$ cat src/shared/msep_pkg.sv
/*
  Shared constants and types for the mode select and EPROM programming
  block: register indices, field positions, reset values, memory map,
  mode codes, self-check codes and timing.
  Assumes a 20 MHz system clock and classic Wishbone register access.
*/
package msep_pkg;

  localparam int unsigned CLK_FREQ_HZ = 20000000;
  localparam int unsigned CLK_PER_US = CLK_FREQ_HZ / 1000000;

  // Flash half period of the good-part LED pattern
  localparam int unsigned FLASH_HALF_US = 250000;
  localparam int unsigned FLASH_HALF_CYCLES = CLK_PER_US * FLASH_HALF_US;

  // Register indices; byte address is four times the index
  localparam logic [5:0] IDX_PROGRAM_CONTROL = 6'h3d;
  localparam logic [5:0] IDX_SELFCHECK_RESULT = 6'h3e;
  localparam logic [5:0] IDX_MODE_STATUS = 6'h3f;

  localparam int unsigned LATCH_ENABLE_BIT = 1;
  localparam int unsigned PROGRAM_POWER_BIT = 0;
  localparam logic [7:0] PROGRAM_CONTROL_RST = 8'h00;

  // Self-check result register fields
  localparam int unsigned SC_FAIL_BIT = 4;
  localparam int unsigned SC_CODE_LSB = 0;
  localparam logic [4:0] SELFCHECK_RESULT_RST = 5'h00;

  // Memory map
  localparam logic [15:0] CHAR_EPROM_LO = 16'h8000;
  localparam logic [15:0] CHAR_EPROM_HI = 16'h8fff;
  localparam logic [15:0] USER_EPROM_LO = 16'ha000;
  localparam logic [15:0] USER_EPROM_HI = 16'hfdff;
  localparam logic [15:0] SELFCHECK_ROM_LO = 16'hfe00;
  localparam logic [15:0] SELFCHECK_ROM_HI = 16'hffef;
  localparam logic [7:0] EPROM_ERASED = 8'hff;

  // LED failure codes, bit3..bit0, 1 = LED off
  localparam logic [3:0] FAIL_PORT_A = 4'hf;
  localparam logic [3:0] FAIL_IO = 4'he;
  localparam logic [3:0] FAIL_RAM = 4'hd;
  localparam logic [3:0] FAIL_ROM = 4'hc;
  localparam logic [3:0] FAIL_TIMER = 4'hb;
  localparam logic [3:0] FAIL_PULSE_ACCUMULATOR = 4'ha;
  localparam logic [3:0] FAIL_ADC = 4'h9;
  localparam logic [3:0] FAIL_ONSCREEN_DISPLAY = 4'h8;
  localparam logic [3:0] FAIL_MISC_FUNCTION_TIMER = 4'h7;
  localparam logic [3:0] LEDS_ALL_OFF = 4'hf;

  typedef enum logic [2:0] {
    MODE_USER = 3'b001,
    MODE_SELFCHECK = 3'b010,
    MODE_BOOTSTRAP = 3'b100
  } msep_mode_e;

  // Memory access from the processor core
  typedef struct packed {
    logic [15:0] addr;
    logic [7:0] wdata;
    logic we;
    logic re;
  } msep_mem_req_s;

  // Latched programming target towards the array
  typedef struct packed {
    logic [15:0] addr;
    logic [7:0] data;
    logic valid;
  } msep_prog_s;

endpackage

$ cat src/core/msep_core.sv
/*
  Mode selection at reset release, self-check LED reporting and EPROM
  programming control with its Wishbone register file.
  Assumes a 20 MHz clock, an external EPROM array driven from the
  programming outputs, a comparator that flags the elevated interrupt
  pin voltage, and a processor that issues one memory request per cycle.
*/
// The implementer's own choice: register access over Wishbone.
// Overview of operation
// - Normal interrupt level at reset enters user mode
// - Strap pin captured within two cycles after reset
// - Self-check branches into built-in ROM FE00-FFEF
// - Passing self-check flashes the port-A LEDs
// - Failure holds static LED code, 1 is off
// - EPROM variant: high voltage plus strap enters bootstrap
// - Character EPROM 8000-8FFF, user EPROM A000-FDFF
// - Erased EPROM locations read as FF
// - Latch enable captures writes, blocks array reads
// - Latch enable clear gives normal reads
// - Program power only while latch enable set
`timescale 1ns/10ps
module msep_core
  import msep_pkg::*;
#(
  parameter bit IS_EPROM_VARIANT = 1'b1,
  parameter int unsigned FLASH_CYCLES = FLASH_HALF_CYCLES
) (
  input wire logic i_ref_clk, // System clock
  input wire logic i_rst_n, // Async reset, active low
  input wire logic i_irq_high_volt, // Interrupt pin above supply, async
  input wire logic i_mode_strap_pin, // Mode strap level, async
  input wire logic [7:0] wb_adr_i, // Wishbone byte address
  input wire logic [31:0] wb_dat_i, // Wishbone write data
  input wire logic [3:0] wb_sel_i, // Wishbone byte selects
  input wire logic wb_we_i, // Wishbone write
  input wire logic wb_cyc_i, // Wishbone cycle
  input wire logic wb_stb_i, // Wishbone strobe
  output logic [31:0] wb_dat_o, // Wishbone read data
  output logic wb_ack_o, // Wishbone acknowledge
  input wire msep_pkg::msep_mem_req_s i_mem_req, // Core memory access
  input wire logic [7:0] i_arr_rdata, // EPROM array read data
  output logic [7:0] o_mem_rdata, // EPROM read data to core
  output logic o_mem_rvalid, // EPROM read data valid
  output logic o_selfcheck_rom_sel, // Self-check ROM selected
  output msep_pkg::msep_prog_s o_prog, // Latched programming target
  output logic o_vpp_connect, // Programming power to array
  output msep_pkg::msep_mode_e o_mode, // Operating mode
  output logic o_mode_valid, // Mode has been latched
  output logic [3:0] o_status_led // status_led3..status_led0
);

  localparam int unsigned FLASH_W = $clog2(FLASH_CYCLES + 1);

  function automatic logic in_range(input logic [15:0] a,
      input logic [15:0] lo, input logic [15:0] hi);
    in_range = (a >= lo) && (a <= hi);
  endfunction

  function automatic logic is_eprom(input logic [15:0] a);
    is_eprom = in_range(a, CHAR_EPROM_LO, CHAR_EPROM_HI) ||
               in_range(a, USER_EPROM_LO, USER_EPROM_HI);
  endfunction

  // Synchronisers carry no reset so they follow the pins during reset
  // and the strap is valid at the first edge after release.
  logic irq_meta_reg;
  logic irq_sync_reg;
  logic strap_meta_reg;
  logic strap_sync_reg;

  always_ff @(posedge i_ref_clk) begin
    irq_meta_reg <= i_irq_high_volt;
    irq_sync_reg <= irq_meta_reg;
    strap_meta_reg <= i_mode_strap_pin;
    strap_sync_reg <= strap_meta_reg;
  end

  // Mode latch
  msep_mode_e mode_reg;
  msep_mode_e mode_next;
  logic mode_valid_reg;
  logic mode_valid_next;

  always_comb begin
    mode_next = mode_reg;
    mode_valid_next = 1'b1;
    // strap taken at first edge after reset release
    if (!mode_valid_reg) begin
      // normal interrupt level selects user mode
      mode_next = MODE_USER;
      if (irq_sync_reg && strap_sync_reg) begin
        // EPROM part boots, mask part self-checks
        mode_next = IS_EPROM_VARIANT ? MODE_BOOTSTRAP : MODE_SELFCHECK;
      end
    end
  end

  always_ff @(posedge i_ref_clk or negedge i_rst_n) begin
    if (!i_rst_n) begin
      mode_reg <= MODE_USER;
      mode_valid_reg <= 1'b0;
    end else begin
      mode_reg <= mode_next;
      mode_valid_reg <= mode_valid_next;
    end
  end

  // Register file
  logic latch_en_reg;
  logic latch_en_next;
  logic prog_pwr_reg;
  logic prog_pwr_next;
  logic [4:0] sc_result_reg;
  logic [4:0] sc_result_next;
  logic ack_reg;
  logic ack_next;
  logic [31:0] rdata_reg;
  logic [31:0] rdata_next;
  logic prog_latched_reg;
  logic prog_latched_next;
  logic bus_req;
  logic [5:0] bus_idx;

  assign bus_req = wb_cyc_i && wb_stb_i && !ack_reg;
  assign bus_idx = wb_adr_i[7:2];

  always_comb begin
    latch_en_next = latch_en_reg;
    prog_pwr_next = prog_pwr_reg;
    sc_result_next = sc_result_reg;
    ack_next = bus_req;
    rdata_next = 32'h0000_0000;
    if (bus_req && wb_we_i && wb_sel_i[0]) begin
      unique case (bus_idx)
        IDX_PROGRAM_CONTROL: begin
          latch_en_next = wb_dat_i[LATCH_ENABLE_BIT];
          // power only accepted with latch enable set
          prog_pwr_next = wb_dat_i[PROGRAM_POWER_BIT] &&
                          wb_dat_i[LATCH_ENABLE_BIT];
        end
        IDX_SELFCHECK_RESULT: begin
          sc_result_next = wb_dat_i[4:0];
        end
        default: begin
          // Unmapped writes are acknowledged and dropped
        end
      endcase
    end
    if (bus_req && !wb_we_i) begin
      unique case (bus_idx)
        IDX_PROGRAM_CONTROL: begin
          rdata_next[LATCH_ENABLE_BIT] = latch_en_reg;
          rdata_next[PROGRAM_POWER_BIT] = prog_pwr_reg;
        end
        IDX_SELFCHECK_RESULT: begin
          rdata_next[4:0] = sc_result_reg;
        end
        IDX_MODE_STATUS: begin
          rdata_next[2:0] = mode_reg;
          rdata_next[3] = mode_valid_reg;
          rdata_next[4] = prog_latched_reg;
        end
        default: begin
          rdata_next = 32'h0000_0000;
        end
      endcase
    end
  end

  always_ff @(posedge i_ref_clk or negedge i_rst_n) begin
    if (!i_rst_n) begin
      latch_en_reg <= PROGRAM_CONTROL_RST[LATCH_ENABLE_BIT];
      prog_pwr_reg <= PROGRAM_CONTROL_RST[PROGRAM_POWER_BIT];
      sc_result_reg <= SELFCHECK_RESULT_RST;
      ack_reg <= 1'b0;
      rdata_reg <= 32'h0000_0000;
    end else begin
      latch_en_reg <= latch_en_next;
      prog_pwr_reg <= prog_pwr_next;
      sc_result_reg <= sc_result_next;
      ack_reg <= ack_next;
      rdata_reg <= rdata_next;
    end
  end

  assign wb_ack_o = ack_reg;
  assign wb_dat_o = rdata_reg;

  // Programming latch and EPROM read path
  logic [15:0] prog_addr_reg;
  logic [15:0] prog_addr_next;
  logic [7:0] prog_data_reg;
  logic [7:0] prog_data_next;
  logic [7:0] mem_rdata_reg;
  logic [7:0] mem_rdata_next;
  logic mem_rvalid_reg;
  logic mem_rvalid_next;
  logic eprom_hit;

  assign eprom_hit = is_eprom(i_mem_req.addr);

  always_comb begin
    prog_latched_next = prog_latched_reg;
    prog_addr_next = prog_addr_reg;
    prog_data_next = prog_data_reg;
    mem_rvalid_next = i_mem_req.re && eprom_hit;
    mem_rdata_next = mem_rdata_reg;
    // write in EPROM space latched for programming
    // target frozen while power is applied
    if (latch_en_reg && !prog_pwr_reg && i_mem_req.we && eprom_hit) begin
      prog_latched_next = 1'b1;
      prog_addr_next = i_mem_req.addr;
      prog_data_next = i_mem_req.wdata;
    end
    // target released only when latch enable clears
    if (!latch_en_reg) begin
      prog_latched_next = 1'b0;
    end
    if (i_mem_req.re && eprom_hit) begin
      // array hidden while latch enable is set
      // blocked reads give the erased value
      // clear latch enable reads the array
      mem_rdata_next = latch_en_reg ? EPROM_ERASED : i_arr_rdata;
    end
  end

  always_ff @(posedge i_ref_clk or negedge i_rst_n) begin
    if (!i_rst_n) begin
      prog_latched_reg <= 1'b0;
      prog_addr_reg <= 16'h0000;
      prog_data_reg <= EPROM_ERASED;
      mem_rdata_reg <= EPROM_ERASED;
      mem_rvalid_reg <= 1'b0;
    end else begin
      prog_latched_reg <= prog_latched_next;
      prog_addr_reg <= prog_addr_next;
      prog_data_reg <= prog_data_next;
      mem_rdata_reg <= mem_rdata_next;
      mem_rvalid_reg <= mem_rvalid_next;
    end
  end

  assign o_prog.addr = prog_addr_reg;
  assign o_prog.data = prog_data_reg;
  assign o_prog.valid = prog_latched_reg;
  // power follows bit only with latch enable
  assign o_vpp_connect = prog_pwr_reg && latch_en_reg;
  assign o_mem_rdata = mem_rdata_reg;
  assign o_mem_rvalid = mem_rvalid_reg;
  assign o_mode = mode_reg;
  assign o_mode_valid = mode_valid_reg;

  // self-check ROM only visible in self-check mode
  assign o_selfcheck_rom_sel = (mode_reg == MODE_SELFCHECK) &&
      in_range(i_mem_req.addr, SELFCHECK_ROM_LO, SELFCHECK_ROM_HI);

  // Self-check LED driver
  logic [FLASH_W-1:0] flash_cnt_reg;
  logic [FLASH_W-1:0] flash_cnt_next;
  logic [3:0] led_reg;
  logic [3:0] led_next;

  always_comb begin
    flash_cnt_next = flash_cnt_reg;
    led_next = LEDS_ALL_OFF;
    if (mode_reg == MODE_SELFCHECK) begin
      if (sc_result_reg[SC_FAIL_BIT]) begin
        // static failure code, 1 means LED off
        flash_cnt_next = '0;
        led_next = sc_result_reg[SC_CODE_LSB +: 4];
      end else begin
        led_next = led_reg;
        if (flash_cnt_reg == FLASH_W'(FLASH_CYCLES - 1)) begin
          flash_cnt_next = '0;
          led_next = ~led_reg;
        end else begin
          flash_cnt_next = flash_cnt_reg + FLASH_W'(1);
        end
      end
    end else begin
      flash_cnt_next = '0;
    end
  end

  always_ff @(posedge i_ref_clk or negedge i_rst_n) begin
    if (!i_rst_n) begin
      flash_cnt_reg <= '0;
      led_reg <= LEDS_ALL_OFF;
    end else begin
      flash_cnt_reg <= flash_cnt_next;
      led_reg <= led_next;
    end
  end

  assign o_status_led = led_reg;

endmodule

$ cat config.mk
export PLATFORM = sky130hd
export DESIGN_NAME = msep_core
export DESIGN_NICKNAME = d
export VERILOG_FILES = /design/src/shared/msep_pkg.sv /design/src/core/msep_core.sv
export SDC_FILE = /design/constraint.sdc
export NUM_CORES = 1
export LEC_CHECK = 0
export BUFFER_PORTS_ARGS = -buffer_cell sky130_fd_sc_hd__buf_4
export CORE_UTILIZATION = 37
export CTS_CLUSTER_SIZE = 12
export DETAILED_ROUTE_END_ITERATION = 10
export PLACE_DENSITY = 0.75
export SYNTH_ARGS = -nofsm -noshare
export SYNTH_HDL_FRONTEND = slang
export SYNTH_SLANG_ARGS = --single-unit
$ cat constraint.sdc
create_clock -name i_ref_clk -period 1.5 [get_ports i_ref_clk]
set_input_delay 0.225 -clock i_ref_clk [delete_from_list [all_inputs] [get_ports i_ref_clk]]
set_output_delay 0.225 -clock i_ref_clk [all_outputs]
set_load 0.02 [all_outputs]
==> results of run 1 <==
## routing by layer
| metal | share of wire | GRT usage | vias to the layer above |
|---|---|---|---|
| met2 | 0.51 | 0.2455 | 80 |
| met4 | 0.0076 | 0.03509 | 0 |
| met1 | 0.39 | 0.1505 | 744 |
| li1 | - | - | 765 |
| met5 | 0 | 0 | - |
| met3 | 0.092 | 0.04505 | 6 |
## metrics by stage
stage | utilization | instance area, um2 | worst slack, ns
after detailed placement | 0.5103 | 3093 | 0.01075
after global placement | 0.5103 | 3093 | 0.005687
after floorplan | - | 2505 | 0.004567
final | 0.5347 | 3241 | 0.06451
after CTS | 0.5347 | 3241 | 0.01832
after global routing | 0.5347 | 3241 | 0.003170
## kinds of logic (layout without fill, tap and decap cells)
group	Yosys count	count (layout)	synth area share
and+or+nand+nor	35	35	0.07357
other	2	34	0.003154
AOI/OAI and AO/OA	9	9	0.02942
muxes	41	41	0.1876
DFF	54	54	0.5681
buffers and inverters	49	122	0.1382
## layout by cell type (no fill, tap or decap), drive strengths merged
master         n
buf          103
conb          34
dfrtp         33
mux2i         12
nor2          15
bufinv         2
o22a           1
or3b           1
nand2          7
inv           10
a22oi          2
or2            1
nor3           2
a21oi          1
nand4          2
nor2b          2
clkbuf         5
dfstp         17
and2           1
o22ai          1
o21ai          2
clkinv         1
or3            1
mux2          29
a21o           2
dfxtp          4
dlygate4sd3    1
nand3          3
## power breakdown
part	total, mW	switching (mW)	internal, mW
clock network	1.15	0.479	0.669
registers	1.57	0.0289	1.54
logic	0.458	0.255	0.202
total	3.18	0.763	2.41
## what timing repair did
item | in CTS | in global routing
hold buffers | 1 | 0
endpoints found under the setup margin | 2 | 6
endpoints found under the hold margin | 33 | 0
pin swaps | 1 | 2
setup buffers | 0 | 0
## final timing paths
path / endpoint / cells past startpoint / slack, ns
worst max-delay path: sc_result_reg[1]$_DFFE_PN0P_ / 3 / 0.06
worst min-delay path: strap_meta_reg$_DFF_P_ / 1 / 0.02
worst max register to register: sc_result_reg[1]$_DFFE_PN0P_ / 3 / 0.06
worst min register to register: strap_sync_reg$_DFF_P_ / 0 / 0.34
max in group asynchronous: wb_ack_o$_DFF_PN0_ / 2 / 0.57
min in group asynchronous: prog_addr_reg[8]$_DFFE_PN0P_ / 2 / 0.48
## area by class of cell
cell class,instances,area (um2),area share
timing repair buffer,104,795.8,0.2456
multi-input combinational,119,822.0,0.2537
sequential,54,1354,0.4178
clock inverter,3,68.82,0.02124
tap,75,93.84,0.02896
clock buffer,5,68.82,0.02124
inverter,10,37.54,0.01158
==> qor.yml, run 1 <==
timing:
  holdWs_ns: 0.01681
  maxSlewViolCount: 0
  rsz0062_at_grt: "false"
  setup_violations: 0
  period_share: 0.9570
  hold_viol: 0
  slew_headroom: 0.5895
  period_needed_ns: 1.435
  finalSetupTns_ns: 0
  finClkSkew_ns: 0.007217
  fmax_mhz: 696.6
  tightest_slew_ns: 0.6158
die:
  die-height_um: 82.22
  initial_core_util: 0.3929
  rows: 28
  fp.dieW_um: 82.22
  ios: 162
  dieArea_um2: 6760
  core_area_um2: 6061
synth:
  ys_seq_area_frac: 0.5681
  syn_area_um2: 2381
  synth_top_cell_area_share: 0.3468
  synth_area_per_cell_um2: 12.53
  ys_types: 28
  async_flop_share: 0.9259
  yosysMostFrequentCell: "buf_4"
  ys_seq_elements: 54
  synthCells: 190
  synth_edf_count: 0
  synth-main-ff-cell: "dfrtp_1"
  synthTopCellsByCount: "34 x buf_4, 33 x dfrtp_1, 29 x mux2_2, 17 x dfstp_2, 14 x nor2_1"
  synth_warnings: 0
  yosysTopAreaCell: "dfrtp_1"
  netlist_top_cells_area: "dfrtp_1 35%, dfstp_2 19%, mux2_2 14%"
final_layout:
  drive_above_1_share: 0.5593
  largest_reg_flops: 16
  nets: 379
  n_antenna_cell: 0
  fill_cells: 536
  area_growth_pct: 36.10
  stdcell_count: 370
power_and_ir_drop:
  power.density_nw_per_um2: 980.0
  power_mw: 3.176
  p_leak_nw: 1.757
  ir_drop_v: 0.0005592
global_routing:
  first_global_vias: 1619
  grt_max_degree: 51
  grt_pass1_wl_um: 6927
  grt_util_all_layers: 0.1352
  antenna_found_initial: 0
  grt_overflow: 0
placed_design:
  dp_hpwl_um: 3449
  placedCellCount: 361
  portBuffers: 96
  gp_routability_congestion: 0.7180
routing:
  drtIter0Drc: 30
  first_pass_iters: 4
  ant_nets: 0
  drt-total-wl_um: 4447
  drc_errors: 0
  vias: 1595
  drt-vias-per-instance: 4.311
  routedWlPerCell_um: 12.02
hold_path:
  min_from: "i_mode_strap_pin"
  min_path_type: "in2reg"
critical_path:
  crit_type: "reg2reg"
  rr_startpoint: "wb_ack_o$_DFF_PN0_"
  cp-startpoint: "wb_ack_o$_DFF_PN0_"
  crit_path_top_delay_cell: "dfrtp_2"
  start_kind: "flip-flop"
  worstPathRequired_ns: 1.70
  critPathMaxFanout: 5
  cp_cell_sequence: "or3_4 -> nor2_4 -> mux2_2"
  crit_arrival_ns: 1.63
  end_kind: "flip-flop"
  slowest_delay_ns: 0.41
  cp_top_family: "simple AND/OR/NAND/NOR gates"
  worst-path-buf-inv: 0
clock_tree:
  cts-htree-levels: 2
  cts.sinks: 54
  clk_latency_ns: 0.30
  cts_tree: "done"
  cts_buffers: 5
  cts-root-buf: "clkbuf_8"
  clockBufferDepth: 2
  path_clk_slew_ns: 0.10
  cts-resized-gates: 0
job:
  maxCapViolCount: 0
status:
  status: "finished clean"
(Power assumes the default switching activity.)
==> run 2: changes to the inputs <==
- CORE_UTILIZATION: 37 -> 41
- PLACE_DENSITY: 0.75 -> 0.79
- SKIP_LAST_GASP: unset -> 1
- clock period: 1.5 -> 1.4 ns (I/O delays scaled with it)
==> run 2 against run 1 <==
  * The run now ends with negative setup slack left
  * Combinational power rose by 12%
  * Largest cell class unchanged
  * Clock-buffer cell count grew 2
  * Worst hold slack improved by 0.084 ns
  * Sequential share of layout area decreased by 1.6 points
  * Largest power group unchanged
  * Highest routed layer unchanged
  * Setup slack got worse by 0.14 ns
  * Core utilization up 7.4 points
==> qor.yml, run 2 (synthesis results as in run 1) <==
clock_tree:
  cts-root-buf: "clkbuf_8"
  cts_buffers: 5  # unchanged
  cts_tree: "done"
  clk_latency_ns: 0.30  # about the same
  path_clk_slew_ns: 0.09  # about the same
  clockBufferDepth: 2  # unchanged
  cts-htree-levels: 2  # unchanged
  cts.sinks: 54  # unchanged
placed_design:
  dp_hpwl_um: 3464  # +0.43%
  portBuffers: 96  # unchanged
  gp_routability_congestion: 0.7237  # +0.79%
  pre_cts_slack_ns: -0.09919  # -0.1099 ns
job:
  maxCapViolCount: 0  # unchanged
global_routing:
  grt_overflow: 0  # unchanged
  grt_pass1_wl_um: 7555  # +9.1%
  first_global_vias: 1637  # +1.1%
  antenna_found_initial: 0  # unchanged
  grt_util_all_layers: 0.1602  # +0.02501
  grt_max_degree: 51  # unchanged
power_and_ir_drop:
  p_leak_nw: 1.813  # +3.2%
  ir_drop_v: 0.0005369  # -4.0%
  power.density_nw_per_um2: 910.6  # -7.1%
routing:
  first_pass_iters: 4  # unchanged
  drc_errors: 0  # unchanged
  drtIter0Drc: 34  # +13%
  drt-total-wl_um: 4775  # +7.4%
  vias: 1674  # +5.0%
  ant_nets: 0  # unchanged
  drt-vias-per-instance: 4.429  # +2.7%
  routedWlPerCell_um: 12.63  # +5.1%
die:
  fp.dieW_um: 78.21  # -4.9%
  dieArea_um2: 6116  # -9.5%
  initial_core_util: 0.4298  # +0.03691
  ios: 162  # unchanged
  die-height_um: 78.21  # -4.9%
  core_area_um2: 5540  # -8.6%
  rows: 27  # -3.6%
final_layout:
  n_antenna_cell: 0  # unchanged
  largest_reg_flops: 16  # unchanged
  nets: 390  # +2.9%
  final_core_util: 0.6086  # +0.07395
  drive_above_1_share: 0.5686  # +0.009305
  fill_cells: 455  # -15%
  layout_commonest_cell: "buf_4"
  final_cell_mix: "106 x buf_4, 34 x conb_1, 32 x dfrtp_1"
  area_growth_pct: 41.62
timing:
  slew_headroom: 0.5965  # +0.007068
  finClkSkew_ns: 0.007142  # -0.00007580 ns
  hold_viol: 0  # unchanged
  setup_ws_ns: -0.07661  # -0.1411 ns
  period_needed_ns: 1.477  # +0.04112 ns
  finalSetupTns_ns: -0.9846  # -0.9846 ns
  holdWs_ns: 0.1006  # +0.08380 ns
  fmax_mhz: 677.2  # -2.8%
  rsz0062_at_grt: "true"
  tightest_slew_ns: 0.6052  # -0.01060 ns
  setup_violations: 24  # +24
  period_share: 1.055  # +0.09773
  maxSlewViolCount: 0  # unchanged
critical_path:
  worstPathRequired_ns: 1.59  # -0.11 ns
  crit_arrival_ns: 1.66  # +0.03 ns
  slowest_delay_ns: 0.40  # about the same
  crit_type: "reg2reg"
  critPathMaxFanout: 5  # unchanged
  worst-path-buf-inv: 0  # unchanged
  cp_cell_sequence: "or3_4 -> nor2_4 -> mux2_4"
  end_kind: "flip-flop"
  start_kind: "flip-flop"
  cp_top_family: "simple AND/OR/NAND/NOR gates"
  crit_path_top_delay_cell: "dfrtp_2"
status:
  failed_checks: "negative setup slack"
  status: "finished with violations"
hold_path:
  min_path_type: "in2reg"
==> run 2: metrics by stage <==
stage | area [um2] | std cells | total power [mW]
floorplan | 2521 | 222 | 2.021
global placement | 3148 | 362 | 2.203
detailed placement | 3148 | 362 | 2.217
CTS | 3314 | 373 | 3.109
global route | 3372 | 378 | 3.218
finish | 3372 | 378 | 3.070
==> run 2: worst paths after layout <==
path | start | endpoint | slack, ns | cells past startpoint
setup / recovery | wb_ack_o$_DFF_PN0_ | sc_result_reg[1]$_DFFE_PN0P_ | -0.08 | 3
hold / removal | wb_we_i | wb_dat_o[1]$_DFF_PN0_ | 0.10 | 2
setup reg to reg | wb_ack_o$_DFF_PN0_ | sc_result_reg[1]$_DFFE_PN0P_ | -0.08 | 3
hold reg to reg | irq_meta_reg$_DFF_P_ | irq_sync_reg$_DFF_P_ | 0.33 | 0
max in group asynchronous | i_rst_n | wb_ack_o$_DFF_PN0_ | 0.50 | 2
min in group asynchronous | i_rst_n | o_mode_valid$_DFF_PN0_ | 0.47 | 2
==> run 2: routing by layer <==
layer  share of wire  track usage  vias to the layer above
met1            0.40       0.1860                      800
met5               0            0                        -
li1                -            -                      788
met4           0.011      0.04815                        0
met3           0.081      0.05349                        5
met2            0.51       0.2789                       81
==> run 2: power breakdown <==
part | total [mW] | internal [mW] | switching, mW
Sequential | 1.69 | 1.65 | 0.0336
Clock | 0.871 | 0.400 | 0.471
Combinational | 0.514 | 0.232 | 0.282
Total | 3.07 | 2.28 | 0.786
==> run 2: final cells by class <==
cell class / instances / area [um2] / share of cell area
Inverter: 10 / 37.54 / 0.01113
Timing Repair Buffer: 115 / 919.6 / 0.2727
Tap cell: 72 / 90.09 / 0.02672
Clock inverter: 1 / 5.005 / 0.001484
Multi-Input combinational cell: 119 / 879.6 / 0.2609
Sequential cell: 54 / 1354 / 0.4015
Clock buffer: 7 / 86.33 / 0.02560
==> run 2: what timing repair did <==
action,4_1_cts,5_1_grt
resized for setup,11,4
buffers inserted,2,3
hold endpoints to repair,33,2
hold buffers,1,2
pin swaps,0,2
endpoints found under the setup margin,28,30
cloned,0,0
==> run 2: worst register-to-register path: stages, from the launching register on <==
cell and delay (ns):
dfrtp_2 0.40, or3_4 0.37, nor2_4 0.26, mux2_4 0.33
==> run 3: changes to the inputs <==
--- a/config.mk
+++ b/config.mk
@@ -11,4 +11,5 @@
 export DETAILED_ROUTE_END_ITERATION = 10
 export PLACE_DENSITY = 0.79
+export SETUP_SLACK_MARGIN = 0.3
 export SKIP_LAST_GASP = 1
 export SYNTH_ARGS = -nofsm -noshare
==> constraint.sdc (replaced) <==
create_clock -name i_ref_clk -period 1.4 [get_ports i_ref_clk]
set_input_delay 0.21 -clock i_ref_clk [delete_from_list [all_inputs] [get_ports i_ref_clk]]
set_output_delay 0.21 -clock i_ref_clk [all_outputs]
set_load 0.05 [all_outputs]
==> run 3 against run 2 <==
  * The flow still finishes with violations (negative setup slack)
  * Setup slack worse by 0.039 ns
  * Cell area rose by 13%
  * Sequential power hardly changed
  * Total power up 16%
  * Combinational power rose by 64%
  * Flip-flop and latch count is the same
  * Critical path depth rose by 2
  * Clock-buffer cell count decreased by 1
  * Sequential share of layout area down 4.5 points
  * Largest power group unchanged
==> qor.yml, run 3 (synthesis results as in run 1) <==
critical_path:
  critPathMaxFanout: 22  # +17
  cp_cell_sequence: "inv_2 -> nand4_1 -> a21oi_4 -> buf_12 -> mux2_4"
  end_kind: "flip-flop"
  cp-endpoint: "prog_addr_reg[1]$_DFFE_PN0P_"
  r2r_slack_ns: -0.12  # -0.04 ns
  cp-startpoint: "prog_pwr_reg$_DFFE_PN0P_"
  crit_type: "reg2reg"
  start_kind: "flip-flop"
  timing.rr.end: "prog_addr_reg[1]$_DFFE_PN0P_"
  worstPathRequired_ns: 1.59  # about the same
  r2r_cells: 5  # +2
  rr_startpoint: "prog_pwr_reg$_DFFE_PN0P_"
  slowest_delay_ns: 0.41  # about the same
  crit_arrival_ns: 1.70  # +0.04 ns
  crit_path_top_delay_cell: "dfrtp_1"
clock_tree:
  cts-root-buf: "clkbuf_8"
  cts_buffers: 5  # unchanged
  cts-htree-levels: 2  # unchanged
  clockBufferDepth: 2  # unchanged
  path_clk_slew_ns: 0.09  # about the same
  cts.sinks: 54  # unchanged
  cts_tree: "done"
  clk_latency_ns: 0.30  # about the same
final_layout:
  largest_reg_flops: 16  # unchanged
  drive_above_1_share: 0.6125  # +0.04387
  final_core_util: 0.6854  # +0.07678
  final_cell_mix: "79 x buf_4, 34 x conb_1, 31 x dfrtp_1"
  area_growth_pct: 59.48
  nets: 404  # +3.6%
  stdcell_count: 392  # +3.7%
  n_antenna_cell: 0  # unchanged
  layout_commonest_cell: "buf_4"
timing:
  setup_violations: 28  # +17%
  finClkSkew_ns: 0.006258  # -0.0008835 ns
  period_needed_ns: 1.515  # +0.03852 ns
  tightest_slew_ns: 0.6057  # +0.0004901 ns
  slew_headroom: 0.5962  # about the same
  hold_viol: 0  # unchanged
  period_share: 1.082  # +0.02752
  fmax_mhz: 660.0  # -2.5%
  rsz0062_at_grt: "true"
  setup_ws_ns: -0.1151  # -0.03852 ns
  maxSlewViolCount: 0  # unchanged
routing:
  routedWlPerCell_um: 13.25  # +4.9%
  drtIter0Drc: 31  # -8.8%
  first_pass_iters: 4  # unchanged
  drt-vias-per-instance: 4.431  # about the same
  drc_errors: 0  # unchanged
  vias: 1737  # +3.8%
  ant_nets: 0  # unchanged
  drt-total-wl_um: 5194  # +8.8%
placed_design:
  portBuffers: 96  # unchanged
  pre_cts_slack_ns: -0.1073  # -0.008081 ns
  gp_routability_congestion: 0.7593  # +4.9%
  dp_hpwl_um: 3492  # +0.80%
  placedCellCount: 362  # unchanged
die:
  rows: 27  # unchanged
  initial_core_util: 0.4298  # unchanged
  fp.dieW_um: 78.21  # unchanged
  dieArea_um2: 6116  # unchanged
  ios: 162  # unchanged
  core_area_um2: 5540  # unchanged
  die-height_um: 78.21  # unchanged
global_routing:
  grt_util_all_layers: 0.1657  # +0.005522
  grt_pass1_wl_um: 7776  # +2.9%
  first_global_vias: 1641  # +0.24%
  grt_overflow: 0  # unchanged
  antenna_found_initial: 0  # unchanged
  grt_max_degree: 51  # unchanged
power_and_ir_drop:
  ir_drop_v: 0.0006528  # +22%
  power.density_nw_per_um2: 936.0  # +2.8%
  power_mw: 3.554  # +16%
  p_leak_nw: 1.962  # +8.2%
status:
  failed_checks: "negative setup slack"
  status: "finished with violations"
job:
  maxCapViolCount: 0  # unchanged
hold_path:
  min_path_type: "in2reg"
run 3: metrics by stage:
stage | area (um2) | hold WS (ns) | TNS, ns
floorplan | 2600 | -0.08559 | -2.209
global placement | 3226 | 0.2653 | -1.850
detailed placement | 3226 | 0.2621 | -2.180
CTS | 3672 | 0.08244 | -2.660
global route | 3797 | 0.08916 | -4.210
finish | 3797 | 0.1049 | -2.469
run 3: routing by layer:
metal,up-vias,global-route usage,wire length [um]
met5,-,0,0
met2,68,0.2939,2918
met4,0,0.04444,51
li1,818,-,-
met3,7,0.04070,282
met1,844,0.1997,1942
run 3: how the worst min path moves through the flow:
stage / startpoint / slack (ns) / to / cells past startpoint
2_1_floorplan: i_rst_n / -0.09 / latch_en_reg$_DFFE_PN0P_ / 0
3_3_place_gp: i_rst_n / 0.27 / prog_addr_reg[8]$_DFFE_PN0P_ / 1
3_5_place_dp: i_rst_n / 0.26 / prog_addr_reg[7]$_DFFE_PN0P_ / 1
4_1_cts: wb_we_i / 0.08 / wb_dat_o[1]$_DFF_PN0_ / 2
5_1_grt: wb_we_i / 0.09 / wb_dat_o[0]$_DFF_PN0_ / 2
6_report: wb_we_i / 0.10 / wb_dat_o[0]$_DFF_PN0_ / 2
run 3: timing repair:
| item | CTS | global route |
|---|---|---|
| pin swaps | 1 | 4 |
| hold buffers | 3 | 0 |
| endpoints found under the hold margin | 35 | 0 |
| buffers inserted | 10 | 9 |
| resized for setup | 58 | 17 |
| setup endpoints to repair | 66 | 75 |
run 3: critical path, delay by kind of cell (launching register included):
family	cells	cell delay, ns
AOI/OAI and AO/OA	1	0.20
buffers and inverters	2	0.28
DFF	1	0.41
muxes	1	0.32
and+or+nand+nor	1	0.18
run 3: area by class of cell:
cell class | instances | area (um2)
Inverter | 10 | 37.54
Clock buffer | 6 | 72.57
Sequential cell | 54 | 1355
Fill cell | 398 | 1743
Clock inverter | 2 | 37.54
Tap cell | 72 | 90.09
Multi-Input combinational cell | 119 | 958.4
Timing Repair Buffer | 129 | 1246
run 3: power by group:
group	internal, mW	switching [mW]
Combinational	0.314	0.527
Sequential	1.65	0.0514
Clock	0.534	0.473
